--- src/verilog/sac_pkg.sv ---
/*
  Constants and carrier types of the converter control block.
  Assumes one synchronous clock domain and a converter core that hands
  back a finished code when asked.
*/
// Operation
// - Conversion yields a 10-bit code, zero at ground, top code at reference.
// - One reference bit chooses supply pin or internal 1.1V reference.
// - Reference and channel writes reach the converter only while enabled.
// - Result right-aligned over two bytes, left-aligned when left-adjust set.
// - Reading low byte blocks result updates until high byte read.
// - Completion flag still rises when the blocked result is dropped.
// - Start write begins conversion; bit reads high until hardware clears it.
// - Channel change mid-conversion applies only after the running conversion.
// - Auto-trigger rising edge resets the prescaler and starts a conversion.
// - Trigger still high at end, or edges before a conversion's last 3 CPU cycles, start nothing.
// - Flags set even when masked; software clears trigger flag before next.
// - Own completion flag as trigger gives back-to-back free-running conversions.
// - Start write works under auto-trigger; start bit high during any conversion.
// - Prescaler divides CPU clock while enabled, held in reset otherwise.
// - Written start begins on the next converter clock rising edge.
// - Normal conversion 13 converter cycles, first after enabling 25.
// - Sample-and-hold at 1.5 cycles normally, 13.5 on the first.
// - At end write result, set flag, clear start bit in single mode.
// - Auto-trigger: hold at 2 cycles, 13.5 long, plus 3 CPU sync cycles.
// - Free running restarts at once, start high, hold 2.5, length 14.
// - Selections track writes, freeze in conversion, resume in last cycle.
package sac_pkg;
  localparam int CODE_W = 10;
  localparam int CHAN_W = 4;
  localparam int TSEL_W = 3;
  localparam int PSEL_W = 3;
  localparam int HALF_W = 6;
  localparam int SYNC_CYCLES = 3;
  localparam int CLK_PERIOD_NS = 10;
  localparam int CONV_CLK_MIN_KHZ = 50;
  localparam int CONV_CLK_MAX_KHZ = 200;
  // trigger-select value that means the converter's own completion flag
  localparam logic [TSEL_W-1:0] FREE_RUN_TRIGGER = 3'h0;
  // sample-and-hold and end points, in converter half cycles from start
  localparam logic [HALF_W-1:0] SH_NORMAL = 6'h03;
  localparam logic [HALF_W-1:0] END_NORMAL = 6'h1a;
  localparam logic [HALF_W-1:0] SH_FIRST = 6'h1b;
  localparam logic [HALF_W-1:0] END_FIRST = 6'h32;
  localparam logic [HALF_W-1:0] SH_AUTO = 6'h04;
  localparam logic [HALF_W-1:0] END_AUTO = 6'h1b;
  localparam logic [HALF_W-1:0] SH_FREE = 6'h05;
  localparam logic [HALF_W-1:0] END_FREE = 6'h1c;
  localparam logic [CODE_W-1:0] CODE_RESET = 10'h000;

  typedef enum logic [1:0] {SAC_SINGLE, SAC_FIRST, SAC_AUTO, SAC_FREE} sac_kind_e;

  typedef struct packed {
    logic enable;
    logic power_reduce;
    logic auto_trigger_enable;
    logic [TSEL_W-1:0] trigger_select;
    logic [PSEL_W-1:0] prescale_select;
    logic left_adjust;
    logic reference_select;
    logic [CHAN_W-1:0] channel_select;
  } sac_ctrl_s;

  typedef struct packed {
    logic start_write;
    logic flag_clear;
    logic read_low;
    logic read_high;
  } sac_sw_s;
endpackage

--- src/verilog/sac_prescaler.sv ---
/*
  Power-of-two prescaler that marks converter clock edges.
  Assumes the caller only pulses clr_i while en_i is high.
*/
`timescale 1ns/100ps
module sac_prescaler #(
  parameter int PSEL_W = 3
) (
  input wire logic clk_i,
  input wire logic rst_b_i,
  input wire logic en_i,
  input wire logic clr_i,
  input wire logic [PSEL_W-1:0] psel_i,
  output logic rise_o,
  output logic half_o
);
  logic [8:0] div;
  logic [7:0] cnt;

  // ratio 2 to 256; a clear makes the current cycle a rising edge
  assign div = 9'h002 << psel_i;
  always_ff @(posedge clk_i) begin
    if (!rst_b_i || !en_i) begin
      cnt <= 8'h00;
    end else if (clr_i) begin
      cnt <= 8'h01;
    end else if ({1'b0, cnt} == div - 9'h001) begin
      cnt <= 8'h00;
    end else begin
      cnt <= cnt + 8'h01;
    end
  end

  // edge markers, silent while held off
  assign rise_o = en_i && (cnt == 8'h00);
  assign half_o = en_i && ((cnt == 8'h00) || ({1'b0, cnt} == (div >> 1)));

  property p_held_off;
    @(posedge clk_i) disable iff (!rst_b_i)
    !en_i |-> !half_o && !rise_o;
  endproperty
  a_held_off: assert property (p_held_off) else $error("prescaler ticks while off");
endmodule

--- src/verilog/sac_control.sv ---
/*
  Conversion sequencer, selection buffer and result registers of the
  successive-approximation converter.
  Assumes software strobes arrive as one-cycle pulses and the analog core
  presents its finished code on core_code_i at the end of a conversion.
*/
`timescale 1ns/100ps
module sac_control #(
  parameter int TRIG_N = 8
) (
  input wire logic clk_i,
  input wire logic rst_b_i,
  input wire sac_pkg::sac_ctrl_s ctrl_i,
  input wire sac_pkg::sac_sw_s sw_i,
  input wire logic [TRIG_N-1:0] trigger_i,
  input wire logic [sac_pkg::CODE_W-1:0] core_code_i,
  output logic start_conversion_o,
  output logic conversion_done_flag_o,
  output logic [7:0] result_high_byte_o,
  output logic [7:0] result_low_byte_o,
  output logic sample_hold_o,
  output logic converter_clock_rise_o,
  output logic [sac_pkg::CHAN_W-1:0] channel_o,
  output logic reference_o
);
  typedef enum logic [1:0] {SAC_IDLE, SAC_WAIT, SAC_CONV} sac_state_e;

  // ==========================================================
  // helpers
  function automatic logic [sac_pkg::HALF_W-1:0] half_mark(sac_pkg::sac_kind_e k,
                                                           logic is_end);
    logic [sac_pkg::HALF_W-1:0] r;
    r = is_end ? sac_pkg::END_NORMAL : sac_pkg::SH_NORMAL;
    case (k)
      sac_pkg::SAC_FIRST: r = is_end ? sac_pkg::END_FIRST : sac_pkg::SH_FIRST;
      sac_pkg::SAC_AUTO: r = is_end ? sac_pkg::END_AUTO : sac_pkg::SH_AUTO;
      sac_pkg::SAC_FREE: r = is_end ? sac_pkg::END_FREE : sac_pkg::SH_FREE;
      default: r = is_end ? sac_pkg::END_NORMAL : sac_pkg::SH_NORMAL;
    endcase
    return r;
  endfunction

  // ==========================================================
  // declarations
  sac_state_e state;
  sac_pkg::sac_kind_e kind;
  logic on;
  logic rise;
  logic half;
  logic prev_trig;
  logic sel_lvl;
  logic free_sel;
  logic [sac_pkg::SYNC_CYCLES-1:0] trig_pipe;
  logic trig_go;
  logic launch;
  logic tick_end;
  logic free_restart;
  logic first;
  logic locked;
  logic track;
  logic [sac_pkg::HALF_W-1:0] hc;
  logic [sac_pkg::HALF_W-1:0] hc_next;
  logic [sac_pkg::HALF_W-1:0] end_half;
  logic [sac_pkg::CODE_W-1:0] code;

  // ==========================================================
  // prescaler and launch decisions
  // power reduction wins over enable: the core is unpowered
  assign on = ctrl_i.enable && !ctrl_i.power_reduce;

  sac_prescaler #(
    .PSEL_W(sac_pkg::PSEL_W)
  ) u_prescaler (
    .clk_i(clk_i),
    .rst_b_i(rst_b_i),
    .en_i(on),
    .clr_i(trig_go),
    .psel_i(ctrl_i.prescale_select),
    .rise_o(rise),
    .half_o(half)
  );
  assign converter_clock_rise_o = rise;

  assign free_sel = ctrl_i.trigger_select == sac_pkg::FREE_RUN_TRIGGER;
  assign sel_lvl = trigger_i[ctrl_i.trigger_select];
  assign hc_next = hc + 6'h01;
  assign end_half = half_mark(kind, 1'b1);
  // start write takes precedence over a trigger arriving in the same cycle
  assign trig_go = on && state == SAC_IDLE && trig_pipe[sac_pkg::SYNC_CYCLES-1] &&
                   ctrl_i.auto_trigger_enable && !sw_i.start_write;
  assign tick_end = state == SAC_CONV && half && hc_next == end_half;
  assign free_restart = tick_end && ctrl_i.auto_trigger_enable && free_sel;
  assign launch = (state == SAC_WAIT && rise) || trig_go || free_restart;
  assign start_conversion_o = state != SAC_IDLE;

  // ==========================================================
  // trigger edge detection, delayed by the synchroniser cycles
  // edges seen while busy fall out unused, except in a conversion's last three CPU cycles, which launch once it ends
  always_ff @(posedge clk_i) begin
    if (!rst_b_i) begin
      prev_trig <= 1'b0;
      trig_pipe <= '0;
    end else begin
      prev_trig <= sel_lvl;
      trig_pipe <= {trig_pipe[sac_pkg::SYNC_CYCLES-2:0],
                    sel_lvl && !prev_trig && !free_sel && ctrl_i.auto_trigger_enable};
    end
  end

  // ==========================================================
  // sequencer state
  always_ff @(posedge clk_i) begin
    if (!rst_b_i || !on) begin
      state <= SAC_IDLE;
    end else begin
      case (state)
        SAC_IDLE: begin
          if (sw_i.start_write) begin
            state <= SAC_WAIT;
          end else if (trig_go) begin
            state <= SAC_CONV;
          end
        end
        SAC_WAIT: begin
          if (rise) begin
            state <= SAC_CONV;
          end
        end
        SAC_CONV: begin
          // a level still high at the end does not relaunch
          if (tick_end && !free_restart) begin
            state <= SAC_IDLE;
          end
        end
        default: state <= SAC_IDLE;
      endcase
    end
  end

  // half-cycle count from the launching converter clock edge
  always_ff @(posedge clk_i) begin
    if (!rst_b_i) begin
      hc <= '0;
    end else if (launch) begin
      hc <= '0;
    end else if (state == SAC_CONV && half) begin
      hc <= hc_next;
    end
  end

  // timing class of the running conversion
  always_ff @(posedge clk_i) begin
    if (!rst_b_i) begin
      kind <= sac_pkg::SAC_SINGLE;
    end else if (free_restart) begin
      kind <= sac_pkg::SAC_FREE;
    end else if (launch && first) begin
      kind <= sac_pkg::SAC_FIRST;
    end else if (launch && trig_go) begin
      kind <= sac_pkg::SAC_AUTO;
    end else if (launch) begin
      kind <= sac_pkg::SAC_SINGLE;
    end
  end

  // first conversion after switching on warms up the analog side
  always_ff @(posedge clk_i) begin
    if (!rst_b_i || !on) begin
      first <= 1'b1;
    end else if (tick_end) begin
      first <= 1'b0;
    end
  end

  // sample-and-hold strobe, one CPU cycle
  always_ff @(posedge clk_i) begin
    if (!rst_b_i) begin
      sample_hold_o <= 1'b0;
    end else begin
      sample_hold_o <= state == SAC_CONV && half && hc_next == half_mark(kind, 1'b0);
    end
  end

  // ==========================================================
  // selection buffer
  // frozen during a conversion until its last converter cycle, so a mid-conversion write lands on the next one
  assign track = on && (state != SAC_CONV || hc >= end_half - 6'h02);
  always_ff @(posedge clk_i) begin
    if (!rst_b_i) begin
      channel_o <= '0;
      reference_o <= 1'b0;
    end else if (track) begin
      channel_o <= ctrl_i.channel_select;
      reference_o <= ctrl_i.reference_select;
    end
  end

  // ==========================================================
  // completion flag; a set in the clearing cycle wins
  always_ff @(posedge clk_i) begin
    if (!rst_b_i) begin
      conversion_done_flag_o <= 1'b0;
    end else if (tick_end) begin
      conversion_done_flag_o <= 1'b1;
    end else if (sw_i.flag_clear) begin
      conversion_done_flag_o <= 1'b0;
    end
  end

  // read lock between low-byte and high-byte reads
  always_ff @(posedge clk_i) begin
    if (!rst_b_i) begin
      locked <= 1'b0;
    end else if (sw_i.read_high) begin
      locked <= 1'b0;
    end else if (sw_i.read_low) begin
      locked <= 1'b1;
    end
  end

  // captured code; a result finishing under the lock is lost
  always_ff @(posedge clk_i) begin
    if (!rst_b_i) begin
      code <= sac_pkg::CODE_RESET;
    end else if (tick_end && !locked) begin
      code <= core_code_i;
    end
  end

  // byte view follows the alignment bit one cycle later
  always_ff @(posedge clk_i) begin
    if (!rst_b_i) begin
      result_high_byte_o <= 8'h00;
      result_low_byte_o <= 8'h00;
    end else if (ctrl_i.left_adjust) begin
      result_high_byte_o <= code[9:2];
      result_low_byte_o <= {code[1:0], 6'h00};
    end else begin
      result_high_byte_o <= {6'h00, code[9:8]};
      result_low_byte_o <= code[7:0];
    end
  end

  // ==========================================================
  // checks
  property p_start_high;
    @(posedge clk_i) disable iff (!rst_b_i)
    on && state == SAC_IDLE && sw_i.start_write ##1 on |-> start_conversion_o;
  endproperty
  a_start_high: assert property (p_start_high) else $error("start bit not high");

  property p_flag_set;
    @(posedge clk_i) disable iff (!rst_b_i)
    tick_end |=> conversion_done_flag_o;
  endproperty
  a_flag_set: assert property (p_flag_set) else $error("done flag missed");

  property p_lock_holds;
    @(posedge clk_i) disable iff (!rst_b_i)
    locked && !sw_i.read_high && !ctrl_i.left_adjust ##1 !ctrl_i.left_adjust
      |=> $stable(result_low_byte_o);
  endproperty
  a_lock_holds: assert property (p_lock_holds) else $error("result changed while locked");

  property p_single_clears;
    @(posedge clk_i) disable iff (!rst_b_i)
    tick_end && !free_restart |=> !start_conversion_o;
  endproperty
  a_single_clears: assert property (p_single_clears) else $error("start bit not cleared");

  property p_free_runs;
    @(posedge clk_i) disable iff (!rst_b_i)
    free_restart && on ##1 on |-> start_conversion_o && hc == 6'h00;
  endproperty
  a_free_runs: assert property (p_free_runs) else $error("free run stopped");

  property p_frozen;
    @(posedge clk_i) disable iff (!rst_b_i)
    state == SAC_CONV && !track |=> $stable(channel_o) && $stable(reference_o);
  endproperty
  a_frozen: assert property (p_frozen) else $error("selection moved mid conversion");

  property p_off_no_update;
    @(posedge clk_i) disable iff (!rst_b_i)
    !on |=> $stable(channel_o) && !start_conversion_o;
  endproperty
  a_off_no_update: assert property (p_off_no_update) else $error("acted while off");

  property p_edge_ignored;
    @(posedge clk_i) disable iff (!rst_b_i)
    state == SAC_CONV && !tick_end && trig_pipe[sac_pkg::SYNC_CYCLES-1] |=> hc != 6'h00;
  endproperty
  a_edge_ignored: assert property (p_edge_ignored) else $error("edge restarted conversion");

  property p_left_pad;
    @(posedge clk_i) disable iff (!rst_b_i)
    ctrl_i.left_adjust |=> result_low_byte_o[5:0] == 6'h00;
  endproperty
  a_left_pad: assert property (p_left_pad) else $error("left alignment wrong");

  property p_hold_inside;
    @(posedge clk_i) disable iff (!rst_b_i)
    sample_hold_o |-> $past(state) == SAC_CONV && $past(hc_next) < $past(end_half);
  endproperty
  a_hold_inside: assert property (p_hold_inside) else $error("hold outside conversion");

  property p_trig_launch;
    @(posedge clk_i) disable iff (!rst_b_i)
    trig_go |=> state == SAC_CONV && hc == 6'h00;
  endproperty
  a_trig_launch: assert property (p_trig_launch) else $error("trigger did not launch");

  property p_wait_launch;
    @(posedge clk_i) disable iff (!rst_b_i)
    state == SAC_WAIT && rise |=> state == SAC_CONV && hc == 6'h00;
  endproperty
  a_wait_launch: assert property (p_wait_launch) else $error("start missed edge");

  property p_lost_result;
    @(posedge clk_i) disable iff (!rst_b_i)
    tick_end && locked |=> $stable(code);
  endproperty
  a_lost_result: assert property (p_lost_result) else $error("lock overwritten");

  property p_first_long;
    @(posedge clk_i) disable iff (!rst_b_i)
    launch && first && !free_restart |=> kind == sac_pkg::SAC_FIRST;
  endproperty
  a_first_long: assert property (p_first_long) else $error("first not long");

  property p_free_kind;
    @(posedge clk_i) disable iff (!rst_b_i)
    free_restart |=> kind == sac_pkg::SAC_FREE;
  endproperty
  a_free_kind: assert property (p_free_kind) else $error("free run timing not used");

  property p_track_end;
    @(posedge clk_i) disable iff (!rst_b_i)
    on && tick_end |=> channel_o == $past(ctrl_i.channel_select);
  endproperty
  a_track_end: assert property (p_track_end) else $error("selection not resumed");
endmodule

--- config.mk ---
export PLATFORM = sky130hd
export DESIGN_NAME = sac_control
export DESIGN_NICKNAME = d
export VERILOG_FILES = /design/src/verilog/sac_pkg.sv /design/src/verilog/sac_prescaler.sv /design/src/verilog/sac_control.sv
export SDC_FILE = /design/constraint.sdc
export NUM_CORES = 1
export LEC_CHECK = 0
export BUFFER_PORTS_ARGS = -buffer_cell sky130_fd_sc_hd__buf_2
export CAP_MARGIN = 20
export CORE_MARGIN = 4
export CORE_UTILIZATION = 54
export DETAILED_ROUTE_END_ITERATION = 16
export GPL_TIMING_DRIVEN = 0
export PLACE_DENSITY = 0.9
export SLEW_MARGIN = 20
export SYNTH_ARGS = -nofsm -noshare
export SYNTH_HDL_FRONTEND = slang
export SYNTH_HIERARCHICAL = 1
export SYNTH_SLANG_ARGS = --single-unit
--- constraint.sdc ---
create_clock -name clk_i -period 5.25 [get_ports clk_i]
set_clock_uncertainty 0.1 [all_clocks]
set_input_delay 1.05 -clock clk_i [delete_from_list [all_inputs] [get_ports clk_i]]
set_output_delay 1.05 -clock clk_i [all_outputs]
set_load 0.005 [all_outputs]
; ---- Word level (Yosys, flattened, before mapping)
; Cells that the tools add are included.
[op_classes]
n_addsub = 4
n_lt_le_gt_ge = 2
n_eq_ne = 13
shifts = 1
muxes = 20
bitwise = 1
n_reduce_logical = 46
[op_table]
columns = cell, n
row1 = logical AND 1 bit, 21
row2 = two-way mux 2 bit, 9
row3 = one-hot mux 6 bit (3 select lines), 1
row4 = one-hot mux 5 bit (3 select lines), 1
row5 = equality test 6 bit, 2
row6 = equality test 8 x 9 -> 1 bit, 1
row7 = "left shift 2 x 3 -> 9 bit, first input constant", 1
row8 = "subtractor 9 x 1 -> 9 bit, second input constant", 1
row9 = "adder 8 x 1 -> 8 bit, second input constant", 1
row10 = equality test 8 bit, 1
row11 = logical NOT 1 bit, 8
row12 = logical NOT 8 bit, 1
row13 = two-way mux 8 bit, 1
row14 = "adder 6 x 1 -> 6 bit, second input constant", 1
row15 = "equality test 2 bit, second input constant", 3
row16 = >= comparator 6 bit, 1
row17 = two-way mux 6 bit, 1
row18 = one-hot mux 2 bit (3 select lines), 1
row19 = OR reduction 2 bit, 3
row20 = "subtractor 6 x 2 -> 6 bit, second input constant", 1
row21 = logical OR 1 bit, 5
row22 = two-way mux 1 bit, 5
row23 = "equality test 2 x 1 -> 1 bit, second input constant", 2
row24 = "less-than comparator 3 x 4 -> 1 bit, second input constant", 1
row25 = 12 further kinds, 14
[word_totals]
register_bits = 57
input_bits = 39
word_cells = 105

; ---- Longest topological paths before layout
[depth]
depth_word = 13
ltp_mapped = 13
ltp_nobuf = 10

; ---- By module
; The synthesis kept the hierarchy.
[modules_own_cells]
columns = module, n_inst, cells_per_inst, area_each_um2, seq_area_each_um2
row1 = sac_control, 1, 243, 2264.7, 980.9
row2 = sac_prescaler, 1, 108, 837.1, 160.2

; ---- Worst setup path before layout
; Ideal clock, no wire load.
[synth_timing]
kind = in2reg
startpoint = input ctrl_i[7] in the netlist's numbering
endpoint = register code[0] in the netlist's numbering
arrival_time_ns = 3.005
required_ns = 5.078
slack_ns = 2.074
path_stages = 13
n_path_buf = 3
path_cell_list = buf_6 buf_4 nor2_1 a21oi_1 o311ai_1 o21ai_0 o31ai_1 nand3b_1 nor2_1 o311ai_2 nor3_1 buf_6 mux2i_1
[synth_between]
elab_chain_len = 7
[synth_rtl]
columns = item, line
row1 = "start, declared", sac_control.sv:13  ; input wire sac_pkg::sac_ctrl_s ctrl_i,
row2 = left shift 2 x 3 -> 9 bit, sac_prescaler.sv:21  ; assign div = 9'h002 << psel_i;
row3 = equality test 8 bit, sac_prescaler.sv:36  ; assign half_o = en_i && ((cnt == 8'h00) || ({1'b0, cnt} == (div >> 1)));
row4 = logical OR 1 bit, sac_prescaler.sv:36
row5 = logical AND 1 bit, sac_prescaler.sv:36
row6 = net half, sac_control.sv:49  ; logic half;
row7 = logical AND 1 bit (2 in a row), sac_control.sv:91  ; assign tick_end = state == SAC_CONV && half && hc_next == end_half;
row8 = logical AND 1 bit, sac_control.sv:225  ; end else if (tick_end && !locked) begin
row9 = "end signal, assigned", sac_control.sv:224  ; code <= sac_pkg::CODE_RESET;
row10 = "end signal, assigned", sac_control.sv:226  ; code <= core_code_i;
row11 = "end, declared", sac_control.sv:64  ; logic [sac_pkg::CODE_W-1:0] code;
; The timed path passes the listed nets, and every way through them passes these cells.
; A chain may end at the register's enable or synchronous reset.

; ---- Worst setup path in the final report
[layout_timing]
startpoint = input ctrl_i[13] in the netlist's numbering
endpoint = output converter_clock_rise_o
[layout_between]
elab_chain_len = 3
[layout_rtl]
columns = item, line
row1 = logical NOT 1 bit, sac_control.sv:69  ; assign on = ctrl_i.enable && !ctrl_i.power_reduce;
row2 = logical AND 1 bit, sac_control.sv:69
row3 = net on, sac_control.sv:47  ; logic on;
row4 = logical AND 1 bit, sac_prescaler.sv:35  ; assign rise_o = en_i && (cnt == 8'h00);
row5 = "end, declared", sac_control.sv:22  ; output logic converter_clock_rise_o,
; The timed path passes the listed nets, and every way through them passes these cells.

==> results_tabular.tex <==
\begin{tabular}{lr}
\hline
Metric & Value \\
\hline
\multicolumn{2}{l}{\textbf{Critical path}} \\
\quad Worst endpoint data arrival time & 2.42 ns \\
\quad Critical path's slowest cell & sky130\_fd\_sc\_hd\_\_nor2b\_1 \\
\quad Required time of the critical path & 4.10 ns \\
\quad Start of the worst register-to-register path & u\_prescaler/cnt[6] \\
\quad Delay of the slowest cell on the worst path & 0.51 ns \\
\quad Setup slack of the worst register-to-register path & 2.33 ns \\
\quad Most used cell along the critical path & sky130\_fd\_sc\_hd\_\_buf\_2 \\
\quad Cell-by-cell trace of the critical path & buf\_2 > nor2b\_1 > nor4bb\_1 > nand3\_1 > inv\_1 > buf\_2 \\
\quad Largest delay contributor family on the critical path & simple AND/OR/NAND/NOR gates \\
\quad Critical path fanouts, max & 8 \\
\quad Origin of the worst setup path & ctrl\_i[13] \\
\quad Category of the worst setup path capture point & output port \\
\quad Worst setup SP type & input pin \\
\quad Kind of critical path & input pin to output port \\
\quad Buffers and inverters on the worst path & 3 \\
\multicolumn{2}{l}{\textbf{Timing}} \\
\quad Min Tclk post-route & 3.57 ns \\
\quad Pin slew with the least headroom to its limit & 0.662 ns \\
\quad Final count of pins violating max slew & 0 \\
\quad Setup TNS & 0 ns \\
\quad Part of the cycle the worst path needs & 0.680 \\
\quad RSZ-0062 raised after global routing & false \\
\quad Hold violation total from the final report & 0 \\
\quad Max\_slew headroom & 0.558 \\
\quad Setup-failing EPs final & 0 \\
\quad Max Fclk & 280 MHz \\
\multicolumn{2}{l}{\textbf{Pwr}} \\
\quad Leakage Power & 1.57 nW \\
\quad Gate power share & 0.074 \\
\quad Largest vdd supply drop & 277 µV \\
\quad Switching part of the total power & 0.213 \\
\quad Sw Pwr & 0.217 mW \\
\quad Int Pwr & 0.799 mW \\
\quad Share of power burned in registers & 0.433 \\
\quad Total power & 1.02 mW \\
\quad Clock power share & 0.494 \\
\quad Areal power density over the cells & 272 nW/µm² \\
\multicolumn{2}{l}{\textbf{Floorplanning}} \\
\quad Total number of placement rows & 27 \\
\quad Die width & 83.8 µm \\
\quad Starting density of the core & 0.560 \\
\quad Die Y & 83.8 µm \\
\quad I/O pin cnt & 64 \\
\quad Area of the core & 5540 µm² \\
\quad Area of the die & 7020 µm² \\
\multicolumn{2}{l}{\textbf{Logic synthesis}} \\
\quad Top cell type by total area after synthesis & sky130\_fd\_sc\_hd\_\_dfxtp\_1 \\
\quad Cell count after synthesis & 351 \\
\quad Most used standard cells in the synthesized netlist & 57 x sky130\_fd\_sc\_hd\_\_dfxtp\_1, 34 x sky130\_fd\_sc\_hd\_\_nand2\_1, 30 x sky130\_fd\_sc\_hd\_\_nor2\_1, 20 x sky130\_fd\_sc\_hd\_\_mux2i\_1, 18 x sky130\_fd\_sc\_hd\_\_o21ai\_0 \\
\quad Flip-flop and latch count after synthesis & 57 \\
\quad Main area contributors after synthesis & sky130\_fd\_sc\_hd\_\_dfxtp\_1 37\%, sky130\_fd\_sc\_hd\_\_mux2i\_1 6.5\%, sky130\_fd\_sc\_hd\_\_nand2\_1 4.1\% \\
\quad Synthesized area per cell & 8.84 µm² \\
\quad Number of different library cells in the post-synthesis netlist & 58 \\
\quad Area share of the largest cell type after synthesis & 0.368 \\
\quad Post-Synthesis Cell Area & 3100 µm² \\
\quad Async SR Flop Fraction & 0 \\
\quad Synthesized netlist net count & 399 \\
\quad Number of warnings reported in the yosys synthesis log & 6 \\
\quad Sequential area share after synthesis & 0.368 \\
\quad Primary FF master, synth & sky130\_fd\_sc\_hd\_\_dfxtp\_1 \\
\quad Library cell with the highest instance count after synthesis & sky130\_fd\_sc\_hd\_\_dfxtp\_1 \\
\quad Number of enable flip-flop cells after synthesis & 0 \\
\multicolumn{2}{l}{\textbf{GRT}} \\
\quad Most Crowded Layer GR & met2 \\
\quad Initial antenna violation count & 0 \\
\quad GR Layer Usage met2 & 0.364 \\
\quad Number of global-route vias before repair & 2692 \\
\quad Global router's overall resource usage & 0.208 \\
\quad Global route total overflow & 0 \\
\quad Global-route wire length before repair & 11900 µm \\
\quad Grt met3 use & 0.0454 \\
\quad GRT met1 Usage & 0.243 \\
\quad Pin count of the biggest net entering global routing & 11 \\
\multicolumn{2}{l}{\textbf{Cells and area}} \\
\quad Area growth from synthesis to layout & 20.5\% \\
\quad Final cell utilization of the core & 0.674 \\
\quad Layout cells sized above 1 & 0.244 \\
\quad Count of filler cells inserted in the layout & 448 \\
\quad Number of nets in the finished design & 470 \\
\quad Post-route cell area & 3740 µm² \\
\quad Antenna diode count & 0 \\
\multicolumn{2}{l}{\textbf{Drt}} \\
\quad Number of DRC markers in iteration 0 & 148 \\
\quad Per-cell via count in the routed design & 5.47 \\
\quad Detailed-route via count & 2732 \\
\quad Post-route antenna net violation count & 0 \\
\quad Post-detailed-route DRC marker count & 0 \\
\quad Average wire per cell in the routed design & 14.2 µm \\
\quad Detailed-router iteration count before antenna repair & 4 \\
\quad Wire length reported by the detailed router & 7070 µm \\
\multicolumn{2}{l}{\textbf{Clocking}} \\
\quad Number of clock sinks & 57 \\
\quad TritonCTS clock tree & yes \\
\quad Clk Latency, worst-skew pair & 0.34 ns \\
\quad Resized cells post-CTS & 0 \\
\quad Clock-pin slew of the registers on the worst-case setup and hold paths & 0.06 ns \\
\quad Buffers inserted during post-CTS setup optimization & 0 \\
\quad CTS Root Cell & sky130\_fd\_sc\_hd\_\_clkbuf\_8 \\
\quad Number of buffers inserted during clock tree synthesis & 9 \\
\quad Maximum number of buffers from clock root to sink & 2 \\
\quad CTS Hold Bufs & 0 \\
\quad Depth of the CTS H-tree & 3 \\
\multicolumn{2}{l}{\textbf{Placement}} \\
\quad Instance area at placement & 3490 µm² \\
\quad GP Congestion & 0.864 \\
\quad Number of port buffers & 60 \\
\quad Placed wire-length estimate & 5350 µm \\
\multicolumn{2}{l}{\textbf{Min path}} \\
\quad Min-Delay Startpoint & prev\_trig \\
\quad Worst min-delay path class & flip-flop to flip-flop \\
\multicolumn{2}{l}{\textbf{Outcome}} \\
\quad Result of the run & finished clean \\
\multicolumn{2}{l}{\textbf{Run}} \\
\quad Maximum capacitance violations & 0 \\
\hline
\end{tabular}
-- power groups by stage --
| stage | sequential, mW | clock (mW) | combinational, mW |
|---|---|---|---|
| floorplan | 0.449 | 0 | 0.0462 |
| global route | 0.440 | 0.530 | 0.0824 |
| global placement | 0.449 | 0 | 0.0713 |
| CTS | 0.439 | 0.508 | 0.0744 |
| finish | 0.439 | 0.502 | 0.0747 |
| detailed placement | 0.449 | 0 | 0.0741 |
-- per-layer routing --
metal	part of all wire	wire (µm)	up-vias
met3	0.057	402	12
li1	-	-	1365
met2	0.50	3520	81
met4	0.018	125	0
met1	0.43	3020	1274
met5	0	0	-
-- through the flow --
stage	worst slack, ns	std cells	hold WS [ns]
floorplan	2.07	351	0.273
finish	1.68	499	0.294
global route	1.58	499	0.322
global placement	1.65	483	0.279
detailed placement	1.60	483	0.288
CTS	1.70	499	0.297
-- path summary, 6_finish.rpt --
kind	endpoint	cells after the start
max reg2reg	hc[1]	11
max	converter_clock_rise_o	6
min	trig_pipe[0]	1
min reg2reg	trig_pipe[0]	1
-- layout make-up --
cell class / count / area (µm²) / area share
inverters: 13 / 48.8 / 0.0131
multi-input cells: 257 / 1760 / 0.470
repair buffers: 60 / 300 / 0.0804
flip-flops and latches: 57 / 1140 / 0.305
clock buffers: 11 / 141 / 0.0378
clock inverters: 5 / 103 / 0.0275
plain buffers: 24 / 155 / 0.0415
well taps: 72 / 90.1 / 0.0241
-- placed cells by master, fill, tap and decap left out, types with 2 or more instances in the layout --
cell type and count:
sky130_fd_sc_hd__ha_1 9, sky130_fd_sc_hd__xor2_1 7, sky130_fd_sc_hd__nand2b_1 5, sky130_fd_sc_hd__clkbuf_8 10
sky130_fd_sc_hd__bufinv_16 3, sky130_fd_sc_hd__o2111ai_1 2, sky130_fd_sc_hd__mux4_2 2, sky130_fd_sc_hd__a21oi_1 17
sky130_fd_sc_hd__nor2_1 30, sky130_fd_sc_hd__o21a_1 5, sky130_fd_sc_hd__inv_1 13, sky130_fd_sc_hd__buf_4 2
sky130_fd_sc_hd__o21ai_0 18, sky130_fd_sc_hd__nor3_2 2, sky130_fd_sc_hd__nor4bb_1 4, sky130_fd_sc_hd__nand3b_1 2
sky130_fd_sc_hd__and2_1 9, sky130_fd_sc_hd__a21o_1 2, sky130_fd_sc_hd__nor3b_1 4, sky130_fd_sc_hd__nand2_1 34
sky130_fd_sc_hd__buf_6 7, sky130_fd_sc_hd__clkbuf_1 12, sky130_fd_sc_hd__buf_2 63, sky130_fd_sc_hd__xnor2_1 10
sky130_fd_sc_hd__nor4_1 3, sky130_fd_sc_hd__dfxtp_1 57, sky130_fd_sc_hd__nor3_1 13, sky130_fd_sc_hd__and3_1 9
sky130_fd_sc_hd__nor2b_1 7, sky130_fd_sc_hd__nand3_1 15, sky130_fd_sc_hd__mux2i_1 20
-- logic make-up (layout without fill, tap and decap cells) --
kind of cell | count (synthesis) | count (layout) | share of synthesized area
mux | 24 | 24 | 0.0875
compound gates | 56 | 56 | 0.123
xor+xnor | 19 | 19 | 0.0621
buf+inv | 37 | 113 | 0.0658
other cells | 1 | 1 | 0.00121
fa+ha+maj | 9 | 9 | 0.0363
flops | 57 | 57 | 0.368
simple gates | 148 | 148 | 0.257
-- registers in the layout, summed over array words and instances (netlist names) --
register / flops
kind: 2
locked: 1
prev_trig: 1
first: 1
conversion_done_flag_o: 1
u_prescaler/cnt: 8
code: 10
result_low_byte_o: 8
result_high_byte_o: 8
hc: 6
trig_pipe: 3
sample_hold_o: 1
channel_o: 4
state: 2
reference_o: 1
(Power assumes the default switching activity.)
